**src/logic/irqprs_pkg.sv**
```systemverilog
// constants, types and layouts of the priority and reset status block
package irqprs_pkg;
   localparam int ADDR_W = 4;
   localparam int DATA_W = 8;
   localparam int NSRC = 7;
   localparam int NEV = 5;

   localparam logic [3:0] OFF_PRIO = 4'h0;
   localparam logic [3:0] OFF_RSTC = 4'h1;
   localparam logic [3:0] OFF_IRQ_STAT = 4'h2;
   localparam logic [3:0] OFF_IRQ_MASK = 4'h3;

   localparam int PRIO_OSCF = 7;
   localparam int PRIO_CMP = 6;
   localparam int PRIO_NVM = 4;
   localparam int PRIO_BCOL = 3;
   localparam int PRIO_VDET = 2;
   localparam int PRIO_TMR3 = 1;
   localparam int PRIO_CAP2 = 0;
   localparam int UNIMPL_BIT = 5;

   localparam int RC_PLEN = 7;
   localparam int RC_SWBO = 6;
   localparam int RC_RINS = 4;
   localparam int RC_WDX = 3;
   localparam int RC_PWDN = 2;
   localparam int RC_POR = 1;
   localparam int RC_BOR = 0;

   localparam logic [7:0] PRIO_WMASK = 8'hdf;
   localparam logic [7:0] PRIO_RST = 8'hdf;
   localparam logic [7:0] RC_WMASK = 8'hd3;
   localparam logic [7:0] RC_RST = 8'h5c;

   localparam int EV_RINS = 0;
   localparam int EV_WDX = 1;
   localparam int EV_PWDN = 2;
   localparam int EV_POR = 3;
   localparam int EV_BOR = 4;
   localparam logic [4:0] IRQ_STAT_RST = 5'h00;
   localparam logic [4:0] IRQ_MASK_RST = 5'h00;

   // synchronised strap level settles at edge 4, so load at edge 5
   localparam logic [2:0] STRAP_SETTLE = 3'h4;

   typedef struct packed {
      logic [3:0] addr;
      logic [7:0] wdata;
      logic wr;
      logic rd;
   } irqprs_bus_s;

   typedef struct packed {
      logic reset_instr;
      logic wdt_timeout;
      logic wdt_clear;
      logic sleep_entry;
      logic brownout;
      logic poweron;
   } irqprs_evt_s;

   typedef enum logic [1:0] {
      ST_SETTLE = 2'b01,
      ST_RUN = 2'b10
   } irqprs_state_e;
endpackage

```
**src/logic/irqprs_sync.sv**
```systemverilog
// three-stage synchroniser for a pin level, change taken when stages agree
`timescale 1ns/10ps
module irqprs_sync
(
   input wire logic clock,
   input wire logic rst,
   input wire logic pin,
   output logic level
);
   logic meta_r;
   logic s2_r;
   logic s3_r;
   logic level_r;
   wire agree = (s2_r == s3_r);

   always_ff @(posedge clock or posedge rst)
   begin
      if (rst)
      begin
         meta_r <= 1'b0;
         s2_r <= 1'b0;
         s3_r <= 1'b0;
         level_r <= 1'b0;
      end
      else
      begin
         meta_r <= pin;
         s2_r <= meta_r;
         s3_r <= s2_r;
         if (agree)
            level_r <= s3_r;
      end
   end

   assign level = level_r;
endmodule

```
**src/logic/irqprs_irq.sv**
```systemverilog
// sticky event status, read-to-clear, masked onto one level interrupt
`timescale 1ns/10ps
module irqprs_irq
(
   input wire logic clock,
   input wire logic rst,
   input wire logic [4:0] events,
   input wire logic stat_rd,
   input wire logic mask_wr,
   input wire logic [4:0] mask_wdata,
   output logic [4:0] status,
   output logic [4:0] mask,
   output logic irq
);
   logic [4:0] stat_r;
   logic [4:0] mask_r;
   logic irq_r;
   // a new event in the read cycle survives the clear
   wire [4:0] stat_nxt = (stat_rd ? 5'h00 : stat_r) | events;
   wire [4:0] mask_nxt = mask_wr ? mask_wdata : mask_r;

   always_ff @(posedge clock or posedge rst)
   begin
      if (rst)
      begin
         stat_r <= irqprs_pkg::IRQ_STAT_RST;
         mask_r <= irqprs_pkg::IRQ_MASK_RST;
         irq_r <= 1'b0;
      end
      else
      begin
         stat_r <= stat_nxt;
         mask_r <= mask_nxt;
         irq_r <= |(stat_nxt & mask_nxt);
      end
   end

   assign status = stat_r;
   assign mask = mask_r;
   assign irq = irq_r;
endmodule

```
**src/logic/irqprs_top.sv**
```systemverilog
// priority register group 2 and reset control/status register
`timescale 1ns/10ps
module irqprs_top
(
   input wire logic clock,
   input wire logic rst,
   input irqprs_pkg::irqprs_bus_s bus,
   output logic [7:0] rdata,
   input irqprs_pkg::irqprs_evt_s evt,
   input wire logic strap_swbo_default,
   input wire logic strap_reset_was_poweron,
   output logic [6:0] prio_high,
   output logic priority_levels_enable,
   output logic software_brownout_enable,
   output logic legacy_single_level,
   output logic irq
);

   // masked write of a register: unwritable bits keep old value
   function automatic logic [7:0] f_mwrite
   (
      input logic [7:0] old,
      input logic [7:0] wdata,
      input logic [7:0] wmask
   );
      f_mwrite = (old & ~wmask) | (wdata & wmask);
   endfunction

   // address hit for a strobe
   function automatic logic f_hit
   (
      input logic strobe,
      input logic [3:0] addr,
      input logic [3:0] off
   );
      f_hit = strobe & (addr == off);
   endfunction

   // ------------------------------------------------------------------
   // pin straps pass the three-stage synchroniser
   logic swbo_strap;
   logic poweron_strap;

   irqprs_sync u_sync_swbo
   (
      .clock(clock),
      .rst(rst),
      .pin(strap_swbo_default),
      .level(swbo_strap)
   );

   irqprs_sync u_sync_por
   (
      .clock(clock),
      .rst(rst),
      .pin(strap_reset_was_poweron),
      .level(poweron_strap)
   );

   // ------------------------------------------------------------------
   // strap capture after release: async reset only loads constants
   irqprs_pkg::irqprs_state_e state_r;
   irqprs_pkg::irqprs_state_e state_nxt;
   logic [2:0] settle_r;
   logic [2:0] settle_nxt;

   wire settle_done = (settle_r == irqprs_pkg::STRAP_SETTLE);
   wire strap_load = (state_r == irqprs_pkg::ST_SETTLE) & settle_done;

   always_comb
   begin
      state_nxt = state_r;
      settle_nxt = settle_r;
      unique case (state_r)
         irqprs_pkg::ST_SETTLE:
         begin
            if (settle_done)
               state_nxt = irqprs_pkg::ST_RUN;
            else
               settle_nxt = settle_r + 3'h1;
         end
         irqprs_pkg::ST_RUN:
         begin
            state_nxt = irqprs_pkg::ST_RUN;
         end
      endcase
   end

   always_ff @(posedge clock or posedge rst)
   begin
      if (rst)
      begin
         state_r <= irqprs_pkg::ST_SETTLE;
         settle_r <= 3'h0;
      end
      else
      begin
         state_r <= state_nxt;
         settle_r <= settle_nxt;
      end
   end

   // ------------------------------------------------------------------
   // bus decode
   wire wr_prio = f_hit(bus.wr, bus.addr, irqprs_pkg::OFF_PRIO);
   wire wr_rstc = f_hit(bus.wr, bus.addr, irqprs_pkg::OFF_RSTC);
   wire wr_mask = f_hit(bus.wr, bus.addr, irqprs_pkg::OFF_IRQ_MASK);
   wire rd_prio = f_hit(bus.rd, bus.addr, irqprs_pkg::OFF_PRIO);
   wire rd_rstc = f_hit(bus.rd, bus.addr, irqprs_pkg::OFF_RSTC);
   wire rd_stat = f_hit(bus.rd, bus.addr, irqprs_pkg::OFF_IRQ_STAT);
   wire rd_mask = f_hit(bus.rd, bus.addr, irqprs_pkg::OFF_IRQ_MASK);

   // ------------------------------------------------------------------
   // priority register group 2
   logic [7:0] prio_r;
   // bit 5 never written, so it stays zero
   wire [7:0] prio_nxt = wr_prio ?
      f_mwrite(prio_r, bus.wdata, irqprs_pkg::PRIO_WMASK) : prio_r;

   always_ff @(posedge clock or posedge rst)
   begin
      if (rst)
         prio_r <= irqprs_pkg::PRIO_RST;
      else
         prio_r <= prio_nxt;
   end

   // ------------------------------------------------------------------
   // reset control and status register
   logic [7:0] rstc_r;
   logic [7:0] rstc_sw;
   logic [7:0] rstc_nxt;

   // software side: only the writable fields move, bit 5 stays zero
   assign rstc_sw = wr_rstc ?
      f_mwrite(rstc_r, bus.wdata, irqprs_pkg::RC_WMASK) : rstc_r;

   // hardware cause flags win over a software write in the same cycle
   always_comb
   begin
      rstc_nxt = rstc_sw;
      if (strap_load)
      begin
         rstc_nxt[irqprs_pkg::RC_SWBO] = swbo_strap;
         rstc_nxt[irqprs_pkg::RC_POR] = ~poweron_strap;
      end
      if (evt.reset_instr)
         rstc_nxt[irqprs_pkg::RC_RINS] = 1'b0;
      if (evt.wdt_clear)
      begin
         rstc_nxt[irqprs_pkg::RC_WDX] = 1'b1;
         rstc_nxt[irqprs_pkg::RC_PWDN] = 1'b1;
      end
      if (evt.wdt_timeout)
         rstc_nxt[irqprs_pkg::RC_WDX] = 1'b0;
      if (evt.sleep_entry)
         rstc_nxt[irqprs_pkg::RC_PWDN] = 1'b0;
      if (evt.poweron)
         rstc_nxt[irqprs_pkg::RC_POR] = 1'b0;
      if (evt.brownout)
         rstc_nxt[irqprs_pkg::RC_BOR] = 1'b0;
   end

   always_ff @(posedge clock or posedge rst)
   begin
      if (rst)
         rstc_r <= irqprs_pkg::RC_RST;
      else
         rstc_r <= rstc_nxt;
   end

   wire plen = rstc_r[irqprs_pkg::RC_PLEN];

   // ------------------------------------------------------------------
   // event status and interrupt
   logic [4:0] ev_vec;
   logic [4:0] irq_status;
   logic [4:0] irq_mask;
   logic irq_w;

   assign ev_vec[irqprs_pkg::EV_RINS] = evt.reset_instr;
   assign ev_vec[irqprs_pkg::EV_WDX] = evt.wdt_timeout;
   assign ev_vec[irqprs_pkg::EV_PWDN] = evt.sleep_entry;
   assign ev_vec[irqprs_pkg::EV_POR] = evt.poweron;
   assign ev_vec[irqprs_pkg::EV_BOR] = evt.brownout;

   irqprs_irq u_irq
   (
      .clock(clock),
      .rst(rst),
      .events(ev_vec),
      .stat_rd(rd_stat),
      .mask_wr(wr_mask),
      .mask_wdata(bus.wdata[4:0]),
      .status(irq_status),
      .mask(irq_mask),
      .irq(irq_w)
   );

   // ------------------------------------------------------------------
   // qualified priority levels for the arbiter
   logic [6:0] src_prio;

   assign src_prio = {
      prio_r[irqprs_pkg::PRIO_OSCF],
      prio_r[irqprs_pkg::PRIO_CMP],
      prio_r[irqprs_pkg::PRIO_NVM],
      prio_r[irqprs_pkg::PRIO_BCOL],
      prio_r[irqprs_pkg::PRIO_VDET],
      prio_r[irqprs_pkg::PRIO_TMR3],
      prio_r[irqprs_pkg::PRIO_CAP2]
   };

   // in single-level mode every source reads as low priority
   wire [6:0] prio_high_nxt = src_prio & {7{plen}};

   logic [6:0] prio_high_r;
   logic plen_out_r;
   logic legacy_r;
   logic swbo_out_r;

   // registered one cycle so the arbiter sees a clean level
   always_ff @(posedge clock or posedge rst)
   begin
      if (rst)
      begin
         prio_high_r <= 7'h00;
         plen_out_r <= 1'b0;
         legacy_r <= 1'b1;
         swbo_out_r <= 1'b0;
      end
      else
      begin
         prio_high_r <= prio_high_nxt;
         plen_out_r <= plen;
         legacy_r <= ~plen;
         swbo_out_r <= rstc_r[irqprs_pkg::RC_SWBO];
      end
   end

   // ------------------------------------------------------------------
   // read data, one cycle after the strobe; unmapped reads zero
   logic [7:0] rdata_r;
   logic [7:0] rdata_nxt;

   always_comb
   begin
      rdata_nxt = 8'h00;
      if (rd_prio)
         rdata_nxt = prio_r;
      else if (rd_rstc)
         rdata_nxt = rstc_r;
      else if (rd_stat)
         rdata_nxt = {3'h0, irq_status};
      else if (rd_mask)
         rdata_nxt = {3'h0, irq_mask};
   end

   always_ff @(posedge clock or posedge rst)
   begin
      if (rst)
         rdata_r <= 8'h00;
      else
         rdata_r <= rdata_nxt;
   end

   // ------------------------------------------------------------------
   // outputs
   assign rdata = rdata_r;
   assign prio_high = prio_high_r;
   assign priority_levels_enable = plen_out_r;
   assign legacy_single_level = legacy_r;
   assign software_brownout_enable = swbo_out_r;
   assign irq = irq_w;

endmodule

```
**config.mk**
```make
export PLATFORM = sky130hd
export DESIGN_NAME = irqprs_top
export DESIGN_NICKNAME = d
export VERILOG_FILES = /design/src/logic/irqprs_pkg.sv /design/src/logic/irqprs_sync.sv /design/src/logic/irqprs_irq.sv /design/src/logic/irqprs_top.sv
export SDC_FILE = /design/constraint.sdc
export NUM_CORES = 1
export LEC_CHECK = 0
export BUFFER_PORTS_ARGS = -buffer_cell sky130_fd_sc_hd__buf_4
export CAP_MARGIN = 20
export CORE_UTILIZATION = 54
export CTS_CLUSTER_SIZE = 30
export DETAILED_ROUTE_END_ITERATION = 10
export GPL_TIMING_DRIVEN = 0
export PLACE_DENSITY = 0.75
export REMOVE_ABC_BUFFERS = 1
export SLEW_MARGIN = 20
export SYNTH_ARGS = -nofsm -noshare
export SYNTH_HDL_FRONTEND = slang
export SYNTH_HIERARCHICAL = 1
export SYNTH_SLANG_ARGS = --single-unit
```
**constraint.sdc**
```tcl
create_clock -name clock -period 1.7 [get_ports clock]
set_input_delay 0.085 -clock clock [delete_from_list [all_inputs] [get_ports clock]]
set_output_delay 0.085 -clock clock [all_outputs]
set_load 0.02 [all_outputs]
```
Word level (Yosys, flattened, before mapping)

Cells that the tools add are included.

Word-level logic and storage cells: 78
Output and inout bits: 19
Bits in registers: 58

$add $sub $neg: 1
Reduce and logical (&&, ||, !) cells: 9
Bitwise operators: 16
Mux-type cells: 17
Eq/ne operators: 9

Operators with widths:

| cell                                          | number |
|---|---|
| two-way mux 5 bit                             | 4 |
| two-way mux 8 bit                             | 2 |
| OR 6 x 8 -> 8 bit                             | 2 |
| nonzero test 3 bit                            | 3 |
| bitwise AND 1 bit                             | 8 |
| == test 4 x 2 -> 1 bit, second input constant | 2 |
| bitwise AND 7 bit                             | 1 |
| two-way mux 1 bit                             | 7 |
| two-way mux 7 bit                             | 1 |
| nonzero test 2 bit                            | 3 |
| bitwise AND 5 bit                             | 1 |
| OR 5 bit                                      | 1 |
| OR reduction 5 bit                            | 1 |
| == test 4 x 1 -> 1 bit, second input constant | 1 |
| logical NOT 4 bit                             | 1 |
| two-way mux 2 bit                             | 2 |
| case mux 2 bit (2 select lines)               | 1 |
| adder 3 x 1 -> 3 bit, second input constant   | 1 |
| == test 3 bit, second input constant          | 1 |
| inverter 1 bit                                | 3 |
| == test 1 bit                                 | 2 |
| == test 2 x 1 -> 1 bit, second input constant | 1 |
| == test 2 bit, second input constant          | 1 |
| != test 2 bit, second input constant          | 1 |
| AND reduction 2 bit                           | 1 |

Logic depth before layout (Yosys ltp)

Gate-level depths: netlist of the first run.

Depth after elaboration: 6
Mapped depth: 7

Cells and area by module

The synthesis of the first run kept the hierarchy.

By module, submodules not included:

| module      | area each (µm²) | cells an instance | seq. area each (µm²) | times used |
|---|---|---|---|---|
| irqprs_top  | 1532.7          | 127               | 917.1                | 1 |
| irqprs_irq  | 417.9           | 27                | 275.3                | 1 |
| irqprs_sync | 115.1           | 6                 | 100.1                | 2 |

Least setup slack after synthesis of the first run

Ideal clock, no wire load.

Path kind: in2reg
Start: in bus[13] (netlist name)
End: reg u_irq.irq_r, in the netlist u_irq/irq
Cell stages on the path: 5
Library setup time: 126 ps
Slack: -18 ps
Data required time: 1574 ps
Data arrival time: 1592 ps
Cells stage by stage: nor3b_4 and3_2 mux2_2 a221o_1 a221o_1

Elaborated cells on any way between the ends: 9
Those cells by class: eq/ne: 2; mux: 2; bitwise: 4; reduce/logical: 1

RTL lines:

| item                   | line              | text |
|---|---|---|
| start, declared        | irqprs_top.sv:7   | `input irqprs_pkg::irqprs_bus_s bus,` |
| == test 4 x 2 -> 1 bit | irqprs_top.sv:36  | `f_hit = strobe & (addr == off);` |
| bitwise AND 1 bit      | irqprs_top.sv:36  |  |
| via wr_mask            | irqprs_top.sv:107 | `wire wr_mask = f_hit(bus.wr, bus.addr, irqprs_pkg::OFF_IRQ_MASK);` |
| two-way mux 5 bit      | irqprs_irq.sv:20  | `wire [4:0] mask_nxt = mask_wr ? mask_wdata : mask_r;` |
| via u_irq.mask_nxt[3]  | irqprs_irq.sv:20  |  |
| bitwise AND 5 bit      | irqprs_irq.sv:34  | `irq_r <= \|(stat_nxt & mask_nxt);` |
| OR reduction 5 bit     | irqprs_irq.sv:34  |  |
| end signal, assigned   | irqprs_irq.sv:34  |  |
| end, declared          | irqprs_irq.sv:17  | `logic irq_r;` |

The timed path passes the listed nets, and every way through them passes these cells.
A chain may end at the register's enable or synchronous reset.

Worst setup path after layout of the first run

Start: in bus[12] (netlist name)
End: reg u_irq.irq_r, in the netlist u_irq/irq

Longest elaborated chain between the ends: 6
Elaborated cells on any way between the ends: 9
Those cells by class: eq/ne: 2; mux: 2; bitwise: 4; reduce/logical: 1

RTL lines:

| item                   | line              | text |
|---|---|---|
| == test 4 x 2 -> 1 bit | irqprs_top.sv:36  |  |
| bitwise AND 1 bit      | irqprs_top.sv:36  |  |
| via rd_stat            | irqprs_top.sv:110 | `wire rd_stat = f_hit(bus.rd, bus.addr, irqprs_pkg::OFF_IRQ_STAT);` |
| two-way mux 5 bit      | irqprs_irq.sv:19  | `wire [4:0] stat_nxt = (stat_rd ? 5'h00 : stat_r) \| events;` |
| OR 5 bit               | irqprs_irq.sv:19  |  |
| bitwise AND 5 bit      | irqprs_irq.sv:34  |  |
| OR reduction 5 bit     | irqprs_irq.sv:34  |  |

The timed path passes the listed nets, and every way through them passes these cells.

==> impl_summary.md, run 1 <==
Global routing
The number of antenna violations at the first check in global routing is 0. The global-route wire length before repair is 7.224 mm. The global-route congestion overflow total is 0.

Entering global routing, the biggest net connects 37 pins. The number of global-route vias before repair is 1526. The total routing resource utilization after global routing is 0.2291.

Timing
The final hold violation count is 0. For this run, the top clock speed supported by timing is 0.6315 GHz. Measured against its own limit, the worst slew margin works out to 0.4480.

The post-route fraction of the period consumed by the critical path is 0.9315. In the post-route analysis, the smallest setup slack over all paths is 116.4 ps. The number of max-slew violations in the final report is 0. After layout, the minimum clock period comes to 1584 ps.

Setup repair after global routing left no endpoint under its margin. The clock skew after layout is 3.275 ps. The final hold slack is 4.080 ps. Setup violations remaining at the end of the flow were counted as 0. The setup TNS after final layout is 0 ps. The transition time at the pin with the least slew margin is 826.4 ps.

Run status
The run finished with clean final reports.

Power and ir drop
Internal power comes to 1.994 mW. The leakage power is 1.243 nW. The sequential group share of total power is 0.585. The net switching power is 0.6933 mW. In this run the power density over the cells is 994.0 nW/um^2. The total power consumption of the routed design is 2.688 mW. Of the total power, the clock network draws 0.252.

The maximum vdd ir drop is 0.0007104 V. The share of total power dissipated in combinational logic is 0.163. Of the total power, the share spent switching nets is 0.2580.

Worst setup path
The kind of capture point of the worst setup path is a register. The arrival time reported for the critical path endpoint is 1770 ps. The largest single stage delay on the critical path is 280 ps.

The cell family contributing the most delay on the critical path is compound AO/OA/AOI/OAI gates. Walking the worst path, the cells encountered are buf_4 -> nor3b_4 -> buf_4 -> and2_1 -> and2b_1 -> o21a_1 -> a221o_1 -> a221o_1. The data required time at the worst endpoint is 1890 ps. The slowest stage of the critical path is the a221o_1 cell. The buffer and inverter count on the worst path is 2. STA classifies the critical path startpoint as an input pin. In this run the worst path has a maximum fanout of 13. The worst setup path is of the input pin to register kind.

Die
The floorplan die area is 4297 um^2. The vertical die dimension is 65.55 um. The I/O pin count is 43. The total area inside the core boundary comes to 3771 um^2. The number of standard-cell rows in the floorplan is 22. The initial utilization of the core area, before any placement, comes to 0.5783. From left edge to right edge, the die measures 65.55 um.

Clock tree
The total CTS buffers is 5. TritonCTS built the clock tree. The clock-pin transition on the worst setup and hold timing paths is 90 ps. The clock insertion delay at the later pin of the skew report is 300 ps. The cell chosen for the clock root is clkbuf_8. The clock net in this run drives a total of 55 sinks. The H-tree level count is 2. The clock passes through at most 2 buffers.

Run
Max-cap violations in this run came to 0.

Routing
After detailed routing, the average wire length per cell comes to 15.61 um. In the routed design, unresolved DRC markers number 0. After detailed routing, the total wire length is 4.169 mm. The routed via count divided by cell count is 5.397. The detail route stage leaves a number of antenna-violating nets equal to 0.

The first-pass iteration count of the detailed router is 4. The final route contains 1441 vias. The number of design-rule violations left by the first detailed-router iteration is 96.

Placement
The instance count after placement with tap cells included is 249. The HPWL after detailed placement is 3.054 mm. Routability-driven placement finished with a final weighted congestion of 0.8358. In this run the tool buffered the top-level ports with 40 buffer cells. The pre-CTS worst setup slack is -467.1 ps.

Layout
Once layout is complete, the cells apart from fillers number 267. The signed area change from the synthesized netlist to the final layout is 23.98%. The count of nets after finishing is 244.

The fraction of layout cells with a size suffix above 1 is 0.4018. The number of antenna diodes in the final layout is 0.

Logic synthesis
The most used flip-flop cell after synthesis is dfrtp_1. The synthesized instance count is 166. The number of distinct standard cells referenced by the synthesized netlist is 36. The area of the mapped netlist is 2181 um^2. dfrtp_1 is the most common cell in the netlist. During synthesis, Yosys emitted a total of 6 warnings. The sequential area share after synthesis is 0.6386. By area the synthesized netlist is led by dfrtp_1 (48%), dfstp_2 (16%), mux2_2 (5.7%), nand3_1 (3.7%), and2_1 (2.9%).

In the synthesized netlist, the cells that appear most often are dfrtp_1 (42), nand3_1 (16), dfstp_2 (13). The leading area contributor after synthesis is dfrtp_1. The top cell type's share of synthesized area is 0.4819.

Synthesis inferred 55 register bits. The number of synthesized flops with an enable pin is 0. The share of synthesized registers carrying an async set or reset is 1.000. Each instance of the synthesized netlist takes up on average 13.14 um^2.

Worst hold path
The type of the worst min-delay path is input pin to register.
[state kept, by name, indices dropped and copies added (netlist names)]
name and count:
prio_high 7, prio_r 7, rdata 7, rstc_r 7
u_irq/mask 5, u_irq/status 5, settle_r 3, state_r 2
legacy_single_level 1, priority_levels_enable 1, software_brownout_enable 1, u_irq/irq 1
u_sync_por/level 1, u_sync_por/meta_r 1, u_sync_por/s2_r 1, u_sync_por/s3_r 1
u_sync_swbo/level 1, u_sync_swbo/meta_r 1, u_sync_swbo/s2_r 1, u_sync_swbo/s3_r 1
[through the flow]
| step | utilization | cell area [um^2] |
|---|---|---|
| global placement | 0.6646 | 2506 |
| detailed placement | 0.6679 | 2519 |
| global route | 0.7170 | 2704 |
| CTS | 0.7170 | 2704 |
| finish | 0.7170 | 2704 |
| floorplan | - | 2146 |
[power by group through the flow]
stage | combinational [mW] | sequential [mW] | clock [mW]
4_1_cts | 0.442 | 1.57 | 0.696
2_1_floorplan | 0.181 | 1.64 | 0
5_1_grt | 0.477 | 1.59 | 0.751
3_5_place_dp | 0.420 | 1.60 | 0
3_3_place_gp | 0.407 | 1.59 | 0
6_report | 0.439 | 1.57 | 0.677
[final cells by class]
| type | count | area, um^2 |
|---|---|---|
| fillers | 271 | 1067 |
| multi-input cells | 96 | 730.7 |
| flip-flops and latches | 55 | 1393 |
| clock inverters | 3 | 15.01 |
| well taps | 48 | 60.06 |
| clock buffers | 5 | 68.82 |
| inverters | 9 | 33.78 |
| repair buffers | 51 | 402.9 |
[routing by layer]
| metal | share of wire | track usage |
|---|---|---|
| met5 | 0 | 0 |
| met2 | 0.53 | 0.3814 |
| met1 | 0.43 | 0.2862 |
| met4 | 0.015 | 0.08696 |
| met3 | 0.033 | 0.05903 |
[tightest hold or removal path: stages]
cell and delay [ps]:
buf_4 80, nand3_1 60, nand2_1 50
[worst paths after layout]
kind | to | slack (ps) | from | depth (start not counted)
worst max-delay path | u_irq/irq | 120 | bus[12] | 8
worst min register to register | u_sync_por/s2_r | 360 | u_sync_por/meta_r | 0
worst max register to register | u_irq/irq | 260 | u_irq/mask[0] | 4
min in group asynchronous | u_sync_swbo/level | 220 | rst | 3
worst min-delay path | rstc_r[7] | 4 | bus[9] | 3
max in group asynchronous | rdata[1] | 760 | rst | 3
[cells in the final DEF, fill, tap and decap left out, drive strengths merged, types with 2 or more instances in the layout]
| cell type | Yosys | final |
|---|---|---|
| a32o | 2 | 2 |
| nor2 | 5 | 5 |
| nor2b | 4 | 4 |
| dfstp | 13 | 13 |
| dlygate4sd3 | 0 | 8 |
| o21ai | 5 | 5 |
| a21o | 4 | 4 |
| nand4 | 8 | 8 |
| mux2 | 13 | 13 |
| a21oi | 3 | 3 |
| clkbuf | 0 | 5 |
| nand2 | 4 | 4 |
| and2 | 10 | 10 |
| a31oi | 2 | 2 |
| a221o | 2 | 2 |
| buf | 6 | 43 |
| clkinv | 0 | 3 |
| maj3 | 2 | 2 |
| ha | 2 | 2 |
| nand3 | 16 | 16 |
| nor3b | 2 | 2 |
| xnor2 | 2 | 2 |
| dfrtp | 42 | 42 |
| inv | 9 | 9 |
[kinds of logic after synthesis]
| group | share of synthesized area |
|---|---|
| AO/OA/AOI/OAI | 0.06368 |
| AND/OR/NAND/NOR | 0.1538 |
| buffers and inverters | 0.03155 |
| XOR/XNOR | 0.008034 |
| other | 0.001720 |
| flip-flops | 0.6386 |
| adder cells (fa/ha/maj) | 0.02180 |
| multiplexers | 0.08090 |
[what timing repair did]
action / CTS / global route
resized for setup: 1 / 0
endpoints found under the setup margin: 1 / 0
endpoints found under the hold margin: 52 / 0
setup buffers: 2 / 0
hold buffers: 8 / 0
Power figures use the tool's default switching activity.
==> run 2, diff against run 1 <==
CELL_PAD_IN_SITES_DETAIL_PLACEMENT = 1   (was default)
CELL_PAD_IN_SITES_GLOBAL_PLACEMENT = 2   (was default)
CORE_UTILIZATION = 36   (was 54)
PLACE_DENSITY = 0.74   (was 0.75)
TNS_END_PERCENT = 30   (was default)
==> run 2 against run 1 <==
Global-route usage is 6.6 points lower. Design area is 1.4% higher. Highest routed layer unchanged. Sequential cell count stayed put. Worst hold slack better by 3.3 ps. Clock skew is 5.6 ps higher.
==> impl_summary.md, run 2 (synthesized netlist as in run 1, its figures left out) <==
Worst setup path
The critical path goes through buf_4 -> nor3b_4 -> buf_6 -> and2_1 -> and2b_1 -> o21a_1 -> a221o_1 -> a221o_1. The worst setup path is captured at a register. The worst register-to-register path begins at u_irq/mask[0].

In this run the worst setup path begins at bus[12]. The classification of the worst setup path is input pin to register. Along the worst path, the maximum fanout reaches 15.

The data required time at the worst endpoint is 1900 ps. The arrival time reported for the critical path endpoint is 1810 ps. The master of the slowest instance on the critical path is nor3b_4. The cell that appears most often on the critical path is a221o_1. The launching element type of the critical path is an input pin. In this design, the stage delay of the slowest critical-path cell is 330 ps.

Placement
Detailed placement finished with a half-perimeter wire length of 3.459 mm. The number of I/O port buffers is 40. The number of placed instances, taps included, is 273. The routability-driven placement congestion ratio is 0.7565.

Run
The max-cap check violation count is 0.

Clock tree
The total CTS buffers is 5. The clock reaches the later pin of the worst-skew pair after 310 ps. The H-tree level count is 2. The clock-pin transition on the worst setup and hold timing paths is 100 ps.

Clock tree synthesis found a total of 55 sinks. The root buffer cell chosen for the clock tree is clkbuf_8. The clock tree buffer depth is 2.

TritonCTS built the clock tree.

Routing
After detailed routing, the number of vias per cell comes to 5.007. In this run, the number of DRC markers left after iteration 0 of detailed routing was 62. The total via count after detailed routing is 1457. The total wire length after detailed routing is 4.614 mm. Before antenna repair, the detailed router went through 3 iterations. For this run, design rule violations remaining after detail routing come to 0.

The detail route stage leaves a number of antenna-violating nets equal to 0. Dividing the detail-routed wire length by the instance count gives 15.86 um.

Timing
The final hold violation count was 0. Setup repair after global routing left no endpoint under its margin. Setup violations remaining at the end of the flow were counted as 0.

On the final layout, the worst clock skew is 8.877 ps. The post-route fraction of the period consumed by the critical path is 0.9441. The setup TNS after final layout is 0 ps. At the pin with the least slew margin, the transition time is 825.3 ps. Based on the critical path, the design can be clocked at up to 0.6231 GHz. For the finished layout, the period the worst path requires is 1605 ps. The worst pin sits at a relative slew slack of 0.4487. The number of max-slew violations in the final report is 0. The final hold slack is 7.357 ps.

Layout
The signed area change from the synthesized netlist to the final layout is 25.76%. For this run, the post-layout net count is 244. In the layout the commonest cells are buf_4 (42), dfrtp_1 (42), nand3_1 (16). For this run, the share of the core covered by cells in the final layout is 0.4832. The non-filler instance count after layout is 291. The fraction of layout cells with a size suffix above 1 is 0.4018. The number of diodes is 0.

Die
The floorplan die area is 6373 um^2. The width of the chip is 79.83 um. The number of standard-cell rows in the floorplan is 27.

The vertical die dimension is 79.83 um. For this design the top-level I/O count stands at 43. After floorplanning, the core was sized to cover 5675 um^2. The initial utilization of the core area, before any placement, comes to 0.3843.

Worst hold path
The startpoint of the most critical hold path is bus[9]. The worst hold path belongs to the class input pin to register.

Power and ir drop
The maximum vdd ir drop is 0.0004358 V. Power spread over the standard cell area amounts to 992.2 nW/um^2. The leakage power is 1.236 nW. Total power for the finished layout comes to 2.721 mW.

Run status
The flow ran to the end, and the final reports show no timing, DRC or antenna violations.

Global routing
The number of global-route vias before repair came to 1584. The pin count of the biggest net entering global routing is 37. The number of antenna violations at the first check in global routing is 0. The total overflow left after global routing is 0. The first global-routing pass estimated 7.845 mm of wire.

The total routing resource utilization after global routing is 0.1630.
[run 2: cell types whose count changed in the layout (fill, tap and decap cells not counted)]
cell and delta:
clkinvlp_4 +2, clkinv_2 -2, buf_4 -1, buf_6 +1
[run 2: worst max-delay path: cells and delay by family]
family | cells | cell delay (ps)
AOI/OAI and AO/OA | 3 | 690
buffers and inverters | 2 | 340
and+or+nand+nor | 3 | 690
[run 2: cell type report]
cell class / instances / area, um^2
multi-input cells: 96 / 730.7
well taps: 72 / 90.09
clock inverters: 3 / 20.02
flip-flops and latches: 55 / 1393
fillers: 606 / 2933
clock buffers: 5 / 68.82
repair buffers: 51 / 406.6
inverters: 9 / 33.78
[run 2: final timing paths]
| check | to | slack, ps | cells after the start |
|---|---|---|---|
| worst max-delay path | u_irq/irq | 100 | 8 |
| max in group asynchronous | rdata[2] | 720 | 3 |
| worst min register to register | u_sync_swbo/s2_r | 370 | 0 |
| worst min-delay path | rstc_r[7] | 7 | 3 |
| min in group asynchronous | u_sync_por/s2_r | 220 | 3 |
| worst max register to register | u_irq/irq | 290 | 4 |
[run 2: per-layer routing]
metal,global-route usage,up-vias,wire length [um],part of all wire
met5,0,-,0,0
met4,0.04821,0,51,0.011
met3,0.03771,5,138,0.030
met2,0.2821,29,2355,0.51
met1,0.2018,742,2069,0.45
li1,-,681,-,-
[run 2: per-stage QoR]
step | setup WS, ps | area (um^2)
after global routing | 37.01 | 2743
final | 95.10 | 2743
after global placement | -1499 | 2536
after CTS | 15.20 | 2731
after floorplan | -742.8 | 2146
after detailed placement | -415.3 | 2549
[run 2: timing repair]
action,CTS,global route
setup buffers,1,1
hold endpoints to repair,54,0
gates resized for setup,1,1
gates cloned,0,0
pin swaps,1,1
hold buffers,8,0
setup endpoints to repair,1,1
[run 2: report_power, final]
group          internal (mW)  total, mW  switching, mW  leakage, nW
clock network          0.288      0.710          0.422       0.0402
logic                  0.223      0.439          0.217        0.543
registers               1.49       1.57         0.0829        0.653
total                   2.00       2.72          0.722         1.24
